### src/rtl/srt_pkg.sv
// constants for the supervisor reset timeout block
// assumes a 100 MHz system clock standing in for the internal oscillator
package srt_pkg;
   localparam int unsigned CLK_FREQ_HZ     = 100000000;
   localparam int unsigned SHORT_TIMEOUT_MS = 15;
   localparam int unsigned LONG_TIMEOUT_MS  = 200;
   localparam int unsigned SHORT_TIMEOUT_CYC = SHORT_TIMEOUT_MS * (CLK_FREQ_HZ / 1000);
   localparam int unsigned LONG_TIMEOUT_CYC  = LONG_TIMEOUT_MS * (CLK_FREQ_HZ / 1000);
   localparam int unsigned TIMER_WIDTH      = 25;
   localparam logic        RESET_OUT_RST    = 1'b0;
endpackage

### src/rtl/srt_reset_timeout.sv
// reset timeout logic of a voltage supervisor: combines the level comparator
// result with a manual reset and releases reset after a selected timeout.
// assumes all inputs are asynchronous pins; clk_sys_i models the oscillator.
`timescale 1ns/1ps

// two-flop synchroniser for one pin
// the reset value sets what the logic believes before the first real sample
module srt_sync2
   import srt_pkg::*;
#(
   parameter logic RST_VAL = 1'b0
) (
   input  wire logic clk_sys_i, // sampling clock
   input  wire logic reset_i,   // async reset, active high
   input  wire logic async_i,   // pin level, any timing
   output logic      sync_o     // level in the clock domain
);
   logic [1:0] stage_ff;

   always_ff @(posedge clk_sys_i or posedge reset_i) begin
      if (reset_i) begin
         stage_ff <= {2{RST_VAL}};
      end else begin
         stage_ff <= {stage_ff[0], async_i};
      end
   end

   // only the second stage is read, the first may be metastable
   assign sync_o = stage_ff[1];
endmodule

// reset timeout core
// every pin goes through its own synchroniser, so a condition change
// is seen two clocks late; the timer does not absorb that, so release lands at period + 2
module srt_reset_timeout
   import srt_pkg::*;
#(
   parameter bit          HAS_SELECT = 1'b1,
   parameter int unsigned SHORT_CYC  = SHORT_TIMEOUT_CYC,
   parameter int unsigned LONG_CYC   = LONG_TIMEOUT_CYC
) (
   input  wire logic clk_sys_i,             // oscillator clock
   input  wire logic reset_i,               // async reset, active high
   input  wire logic monitored_level_in_i,  // comparator: level above threshold (hyst applied)
   input  wire logic manual_reset_n_i,      // manual reset, low active, pulled up
   input  wire logic timeout_select_i,      // 0 short, 1 long
   input  wire logic uvlo_i,                // supply under lockout threshold
   output logic      reset_n_o              // reset output, low active
);
   typedef enum logic [1:0] {
      SRT_HOLD     = 2'b00, // conditions not met, count cleared
      SRT_COUNT    = 2'b01, // conditions met, timeout running
      SRT_RELEASED = 2'b10  // timeout elapsed, output high
   } srt_state_e;

   // synchronised pin levels
   wire logic level_good;
   wire logic man_rst_released;
   wire logic sel_long;
   wire logic uvlo_active;

   // timer and state
   srt_state_e             state_ff;
   srt_state_e             nxt_state;
   logic [TIMER_WIDTH-1:0] count_ff;
   logic [TIMER_WIDTH-1:0] nxt_count;
   logic                   reset_n_ff;
   logic                   nxt_reset_n;

   // decode
   wire logic [TIMER_WIDTH-1:0] short_cyc;
   wire logic [TIMER_WIDTH-1:0] long_cyc;
   wire logic [TIMER_WIDTH-1:0] period_cyc;
   wire logic [TIMER_WIDTH-1:0] period_last;
   wire logic [TIMER_WIDTH-1:0] count_inc;
   wire logic                   use_short;
   wire logic                   release_ok;
   wire logic                   period_done;

   // level resets to below threshold so nothing releases before a real sample
   srt_sync2 #(
      .RST_VAL (1'b0)
   ) level_sync_u (
      .clk_sys_i (clk_sys_i),
      .reset_i   (reset_i),
      .async_i   (monitored_level_in_i),
      .sync_o    (level_good)
   );

   // pull-up lives at the pin; the synchroniser starts at the released level
   srt_sync2 #(
      .RST_VAL (1'b1)
   ) man_rst_sync_u (
      .clk_sys_i (clk_sys_i),
      .reset_i   (reset_i),
      .async_i   (manual_reset_n_i),
      .sync_o    (man_rst_released)
   );

   // select is a strap; it is still synchronised since it is a pin
   srt_sync2 #(
      .RST_VAL (1'b1)
   ) sel_sync_u (
      .clk_sys_i (clk_sys_i),
      .reset_i   (reset_i),
      .async_i   (timeout_select_i),
      .sync_o    (sel_long)
   );

   // lockout assumed active until the supply has been sampled good
   srt_sync2 #(
      .RST_VAL (1'b1)
   ) uvlo_sync_u (
      .clk_sys_i (clk_sys_i),
      .reset_i   (reset_i),
      .async_i   (uvlo_i),
      .sync_o    (uvlo_active)
   );

   // variant without select pin always takes the long period
   assign use_short   = HAS_SELECT && !sel_long;
   assign short_cyc   = TIMER_WIDTH'(SHORT_CYC);
   assign long_cyc    = TIMER_WIDTH'(LONG_CYC);
   assign period_cyc  = use_short ? short_cyc : long_cyc;
   assign period_last = period_cyc - TIMER_WIDTH'(1);
   assign period_done = (count_ff >= period_last);
   assign count_inc   = count_ff + TIMER_WIDTH'(1);
   assign release_ok  = level_good && man_rst_released && !uvlo_active;

   // a select change mid-count takes effect at once; the strap is not
   // expected to move while the device runs
   always_comb begin
      nxt_state = state_ff;
      nxt_count = count_ff;
      if (!release_ok) begin
         nxt_state = SRT_HOLD;
         nxt_count = '0;
      end else begin
         unique case (state_ff)
            SRT_HOLD, SRT_COUNT: begin
               if (period_done) begin
                  nxt_state = SRT_RELEASED;
               end else begin
                  nxt_state = SRT_COUNT;
                  nxt_count = count_inc;
               end
            end
            SRT_RELEASED: begin
               nxt_state = SRT_RELEASED;
            end
            default: begin
               // unused code: fall back to holding reset
               nxt_state = SRT_HOLD;
               nxt_count = '0;
            end
         endcase
      end
   end

   assign nxt_reset_n = (nxt_state == SRT_RELEASED);

   always_ff @(posedge clk_sys_i or posedge reset_i) begin
      if (reset_i) begin
         state_ff   <= SRT_HOLD;
         count_ff   <= '0;
         reset_n_ff <= RESET_OUT_RST;
      end else begin
         state_ff   <= nxt_state;
         count_ff   <= nxt_count;
         reset_n_ff <= nxt_reset_n;
      end
   end

   // lockout acts on the output directly so it does not wait on the timer;
   // both terms are flops, so the gate adds no decode glitch
   assign reset_n_o = reset_n_ff && !uvlo_active;
endmodule

### config.mk
export PLATFORM = sky130hd
export DESIGN_NAME = srt_reset_timeout
export DESIGN_NICKNAME = d
export VERILOG_FILES = /design/src/rtl/srt_pkg.sv /design/src/rtl/srt_reset_timeout.sv
export SDC_FILE = /design/constraint.sdc
export NUM_CORES = 1
export LEC_CHECK = 0
export ABC_AREA = 1
export BUFFER_PORTS_ARGS = -buffer_cell sky130_fd_sc_hd__buf_2
export CAP_MARGIN = 20
export CORE_MARGIN = 2
export CORE_UTILIZATION = 61
export DETAILED_ROUTE_END_ITERATION = 6
export PLACE_DENSITY_LB_ADDON = 0.08
export SLEW_MARGIN = 5
export SYNTH_ARGS = -nofsm -noshare
export SYNTH_HDL_FRONTEND = slang
export SYNTH_SLANG_ARGS = --single-unit
export TNS_END_PERCENT = 30
### constraint.sdc
create_clock -name clk_sys_i -period 5.2 [get_ports clk_sys_i]
set_clock_uncertainty 0.2 [all_clocks]
set_input_delay 1.3 -clock clk_sys_i [delete_from_list [all_inputs] [get_ports clk_sys_i]]
set_output_delay 1.3 -clock clk_sys_i [all_outputs]
set_load 0.02 [all_outputs]
==> flow_metrics.env, run 1 <==
export IMPL_status="complete, no violations"
export IMPL_fin_hold_ws_ns=0.156
export IMPL_cp_cell_sequence="inv_1 > ha_1 > nand2_1 > nand3b_1 > nor2_1 > nand3_1 > nand2_1 > inv_2 > nand2_4 > nand2_4 > nand2_1 > nand2_1"
export IMPL_synthCells=381
export IMPL_grtUsageTotal=0.297
export IMPL_synth_compound_area_frac=0.0123
export IMPL_rows=23
export IMPL_path_common_cell="nand2_1"
export IMPL_crit_fanout=27
export IMPL_yosysSeqAreaShare=0.358
export IMPL_clk_pin_slew_ns=0.07
export IMPL_synthMuxAreaShare=0
export IMPL_synthAdderAreaFrac=0.0690
export IMPL_yosys_area_share_simple=0.461
export IMPL_met1_length_um=2680
export IMPL_p_total_mw=0.512
export IMPL_max_cap_violations=0
export IMPL_critPathArrivalTime_ns=2.64
export IMPL_yosysUniqueCellTypes=26
export IMPL_worst_slack_ns=2.55
export IMPL_max_freq_ghz=0.377
export IMPL_fp_dieW_um=68.5
export IMPL_maxUsedRoutingLayer="met4"
export IMPL_cts_resized=0
export IMPL_dp_cells=429
export IMPL_synth_nets=401
export IMPL_place_ws_ns=2.56
export IMPL_vias_per_cell=5.48
export IMPL_synth_top_area_cell="dfrtp_1"
export IMPL_postPlaceCellArea_mm2=0.00259
export IMPL_drcViolationCount=0
export IMPL_cts_sinks=36
export IMPL_tns_ns=0
export IMPL_critPathLaunchType="flip-flop"
export IMPL_slowest_stage="dfstp_2"
export IMPL_cts_setup_buffers=0
export IMPL_period_minus_slack_ns=2.65
export IMPL_synth_xor_area_frac=0.0310
export IMPL_clkLatencyLatePin_ns=0.30
export IMPL_min_path_type="flip-flop to flip-flop"
export IMPL_slew_headroom=0.672
export IMPL_dp_hpwl_um=4340
export IMPL_antenna_found_initial=0
export IMPL_fin_crit_sh=0.510
export IMPL_finalHoldViolations=0
export IMPL_drtIter0Drc=179
export IMPL_drive_above_1_share=0.0853
export IMPL_wl_um=6160
export IMPL_grt_pass1_wl_um=10300
export IMPL_initial_utilization=0.635
export IMPL_p_leak_nw=1.28
export IMPL_dieArea_mm2=0.00470
export IMPL_place_congestion=0.988
export IMPL_cts_tree="done"
export IMPL_die_h_um=68.5
export IMPL_synth_top_area_share=0.296
export IMPL_grt_overflow=0
export IMPL_ant_nets=0
export IMPL_wl_met2_um=2900
export IMPL_drt_first_pass_iters=4
export IMPL_io_buffer_count=6
export IMPL_synth_area_leaders="dfrtp_1, nand2_1, nor2_1"
export IMPL_synth_top_family_by_area="simple AND/OR/NAND/NOR gates"
export IMPL_antennaDiodeCount=0
export IMPL_finalMaxSlewViolations=0
export IMPL_io_pins=7
export IMPL_fin_util=0.671
export IMPL_power_density_mw_per_mm2=191
export IMPL_nets=406
export IMPL_ys_warnings_count=0
export IMPL_core_area_mm2=0.00400
export IMPL_path_class="flip-flop to flip-flop"
export IMPL_cts_buffers=5
export IMPL_postSynthRegisterBits=36
export IMPL_end_kind="flip-flop"
export IMPL_cp_num_buf_inv=2
export IMPL_dr_wl_met3_um=432
export IMPL_vdd_drop_max_mv=0.223
export IMPL_vias=2395
export IMPL_cts_buffer_depth=2
export IMPL_h_tree_depth=2
export IMPL_cts_hold_buf=0
export IMPL_cp_top_family="simple AND/OR/NAND/NOR gates"
export IMPL_netlist_area_mm2=0.00254
export IMPL_setup_violations=0
export IMPL_root_buffer="clkbuf_8"
export IMPL_rsz0062_at_grt="false"
export IMPL_final_area_mm2=0.00268
export IMPL_grt_max_degree=37
export IMPL_tightest_slew_ns=0.491
export IMPL_slowest_delay_ns=0.61
export IMPL_required_ns=5.19
export IMPL_grt_pass1_vias=2265
export IMPL_fin_cells=437
export IMPL_routedWlPerCell_um=14.1
export IMPL_synth_area_per_cell_um2=6.67
export IMPL_syn2layout_area_growth_pct=5.66
export IMPL_fill_cells=378
## worst paths after layout
check | from | to | slack (ns) | depth (start not counted)
max reg2reg | sel_sync_u.stage_ff[1] | count_ff[8] | 2.55 | 12
min in group asynchronous | reset_i | level_sync_u.stage_ff[1] | 0.90 | 3
min | level_sync_u.stage_ff[0] | level_sync_u.stage_ff[1] | 0.16 | 0
min reg2reg | level_sync_u.stage_ff[0] | level_sync_u.stage_ff[1] | 0.16 | 0
max | sel_sync_u.stage_ff[1] | count_ff[8] | 2.55 | 12
max in group asynchronous | reset_i | sel_sync_u.stage_ff[1] | 3.56 | 3
## where the power goes
| part | switching (mW) | internal [mW] |
|---|---|---|
| sequential | 0.00268 | 0.286 |
| combinational | 0.0160 | 0.00588 |
| clock | 0.107 | 0.0947 |
## cells in the mapped netlist, drive strengths merged
cell and instances:
buf 4, nor2 69, nor3 8, nor3b 1
dfrtp 30, nor4 5, o21a 1, inv 30
dfstp 6, clkbuf 7, nand4 3, and2 1
ha 14, nand3b 1, nand3 51, nand2 137
a21oi 3, xor2 9, o21ai 1
## sequential cells by signal (all words and copies together), names as in the netlist
signal                   flops
level_sync_u.stage_ff        2
reset_n_ff                   1
man_rst_sync_u.stage_ff      2
count_ff                    25
state_ff                     2
sel_sync_u.stage_ff          2
uvlo_sync_u.stage_ff         2
## layout make-up
type                            instances  area, µm²  share of cell area
Multi-Input combinational cell        304       1460               0.542
Tap cell                               50       62.6              0.0233
Clock buffer                            5       68.8              0.0256
Timing Repair Buffer                    9       52.6              0.0196
Inverter                               30        113              0.0420
Clock inverter                          3       23.8             0.00886
Sequential cell                        36        908               0.338
## worst register-to-register path: cells and delay by family, from the launching register on
kind / cells / cell delay (ns)
flip-flops: 1 / 0.61
buffers and inverters: 2 / 0.20
adder cells (fa/ha/maj): 1 / 0.34
AND/OR/NAND/NOR: 9 / 1.20
## placed cells by master (no fill, tap or decap)
master,n
a21oi_1,2
a21oi_2,1
and2_1,1
buf_2,6
buf_4,3
clkbuf_8,5
clkinv_4,1
clkinvlp_4,2
dfrtp_1,30
dfstp_2,6
ha_1,14
inv_1,26
inv_2,4
nand2_1,134
nand2_2,1
nand2_4,2
nand3_1,50
nand3_2,1
nand3b_1,1
nand4_1,3
nor2_1,68
nor2_4,1
nor3_1,8
nor3b_1,1
nor4_1,5
o21a_1,1
o21ai_0,1
xor2_1,9
## cell families after synthesis
group	count (synthesis)
AND/OR/NAND/NOR	276
buffers and inverters	41
flip-flops	36
adder cells (fa/ha/maj)	14
XOR/XNOR	9
AO/OA/AOI/OAI	5
## routing by layer
layer	up-vias	global-route usage
li1	1225	-
met1	1082	0.382
met2	72	0.486
met3	16	0.0714
met4	0	0.108
met5	-	0
Note: power is estimated with default switching activity, not from simulation.
==> run 2: changes to the inputs <==
==> constraint.sdc (replaced) <==
create_clock -name clk_sys_i -period 2.55 [get_ports clk_sys_i]
set_clock_uncertainty 0.2 [all_clocks]
set_input_delay 0.6375 -clock clk_sys_i [delete_from_list [all_inputs] [get_ports clk_sys_i]]
set_output_delay 0.6375 -clock clk_sys_i [all_outputs]
set_load 0.02 [all_outputs]
==> flow_metrics.env, run 2 (same netlist as run 1, synthesis figures left out) <==
export IMPL_initial_utilization=0.635
export IMPL_rows=23
export IMPL_p_leak_nw=1.29
export IMPL_fin_hold_ws_ns=0.156
export IMPL_io_pins=7
export IMPL_syn2layout_area_growth_pct=7.98
export IMPL_max_freq_ghz=0.426
export IMPL_root_buffer="clkbuf_8"
export IMPL_clk_pin_slew_ns=0.08
export IMPL_ant_nets=0
export IMPL_clkLatencyLatePin_ns=0.30
export IMPL_p_switching_mw=0.268
export IMPL_end_kind="flip-flop"
export IMPL_cts_buffers=5
export IMPL_crit_fanout=15
export IMPL_finalMaxSlewViolations=0
export IMPL_max_cap_violations=0
export IMPL_cp_cell_sequence="inv_1 > ha_1 > nand2_1 > nand3b_1 > nor2_1 > nand3_1 > nand2_1 > inv_2 > nand2_8 > buf_6 > nand3_1 > nand2_1"
export IMPL_core_area_mm2=0.00400
export IMPL_path_class="flip-flop to flip-flop"
export IMPL_required_ns=2.59
export IMPL_nets=411
export IMPL_layout_commonest_cell="nand2_1"
export IMPL_seq_power_share=0.553
export IMPL_regMostFlops="count_ff"
export IMPL_finalHoldViolations=0
export IMPL_drcViolationCount=0
export IMPL_cts_hold_buf=0
export IMPL_tightest_slew_ns=0.611
export IMPL_io_buffer_count=6
export IMPL_rsz0062_at_grt="false"
export IMPL_dieArea_mm2=0.00470
export IMPL_worst_slack_ns=0.202
export IMPL_power_density_mw_per_mm2=386
export IMPL_drtIter0Drc=172
export IMPL_internal_power_mw=0.790
export IMPL_grt_pass1_vias=2296
export IMPL_vias_per_cell=5.45
export IMPL_grt_overflow=0
export IMPL_vdd_drop_max_mv=0.456
export IMPL_slowest_delay_ns=0.53
export IMPL_slew_headroom=0.592
export IMPL_fin_crit_sh=0.921
export IMPL_wl_um=6050
export IMPL_vias=2411
export IMPL_status="complete, no violations"
export IMPL_critPathArrivalTime_ns=2.39
export IMPL_combPwrFrac=0.048
export IMPL_critPathLaunchType="flip-flop"
export IMPL_hold_start="level_sync_u.stage_ff[0]"
export IMPL_p_clk_frac=0.400
export IMPL_place_ws_ns=0.110
export IMPL_grt_pass1_wl_um=10500
export IMPL_path_common_cell="nand2_1"
export IMPL_slowest_stage="dfstp_2"
export IMPL_largest_reg_flops=25
export IMPL_cts_buffer_depth=2
export IMPL_antennaDiodeCount=0
export IMPL_drt_first_pass_iters=4
export IMPL_antenna_found_initial=0
export IMPL_routedWlPerCell_um=13.7
export IMPL_min_path_type="flip-flop to flip-flop"
export IMPL_die_h_um=68.5
export IMPL_h_tree_depth=2
export IMPL_cp_startpoint="sel_sync_u.stage_ff[1]"
export IMPL_dp_hpwl_um=4370
export IMPL_place_congestion=0.947
export IMPL_p_total_mw=1.06
export IMPL_fp_dieW_um=68.5
export IMPL_timing_rr_start="sel_sync_u.stage_ff[1]"
export IMPL_swShare=0.254
export IMPL_period_minus_slack_ns=2.35
export IMPL_drive_above_1_share=0.0969
export IMPL_grtUsageTotal=0.304
export IMPL_grt_max_degree=37
export IMPL_tns_ns=0
export IMPL_setup_violations=0
export IMPL_cts_tree="done"
export IMPL_cts_sinks=36
export IMPL_layout_common_cells="nand2_1, nor2_1, nand3_1"
[run 2: changes by cell type in the layout (fill, tap and decap cells not counted), sizes merged]
cell  previous run  this run
buf              9        14
[run 2: per-layer routing]
metal  part of all wire  up-vias  track usage
li1                   -     1226            -
met1               0.47     1118        0.410
met3              0.050        8       0.0519
met5                  0        -            0
met4              0.013        0       0.0925
met2               0.47       59        0.500
[run 2: worst max-delay path: cells and delay by family, from the launching register on]
family	cells	cell delay, ns
adder cells (fa/ha/maj)	1	0.33
AND/OR/NAND/NOR	8	0.84
flip-flops	1	0.53
buffers and inverters	3	0.38
[run 2: final timing paths]
kind / slack [ns] / depth (start not counted) / to
worst max-delay path: 0.20 / 12 / count_ff[16]
worst min-delay path: 0.16 / 0 / level_sync_u.stage_ff[1]
worst max register to register: 0.20 / 12 / count_ff[16]
worst min register to register: 0.16 / 0 / level_sync_u.stage_ff[1]
max in group asynchronous: 1.58 / 3 / uvlo_sync_u.stage_ff[0]
min in group asynchronous: 0.23 / 3 / count_ff[13]
[run 2: cell type report]
type,instances,area [µm²]
Inverter,30,113
Timing Repair Buffer,14,93.8
Fill cell,366,1260
Clock buffer,5,68.8
Sequential cell,36,908
Multi-Input combinational cell,304,1470
Tap cell,50,62.6
Clock inverter,3,23.8
[run 2: what timing repair did]
item	CTS	global route
buffers inserted	0	0
gates resized for setup	0	3
setup endpoints to repair	0	25
[run 2: power groups by stage]
stage | Sequential, mW | Clock [mW] | Combinational (mW)
2_1_floorplan | 0.597 | 0 | 0.0304
3_3_place_gp | 0.596 | 0 | 0.0485
3_5_place_dp | 0.596 | 0 | 0.0501
4_1_cts | 0.585 | 0.429 | 0.0505
5_1_grt | 0.586 | 0.454 | 0.0580
6_report | 0.585 | 0.423 | 0.0504
[run 2: through the flow]
| step | cell area (µm²) | utilization | cells |
|---|---|---|---|
| finish | 2740 | 0.686 | 442 |
| global route | 2740 | 0.686 | 442 |
| CTS | 2720 | 0.680 | 442 |
| floorplan | 2540 | - | 381 |
| global placement | 2630 | 0.657 | 434 |
| detailed placement | 2630 | 0.657 | 434 |
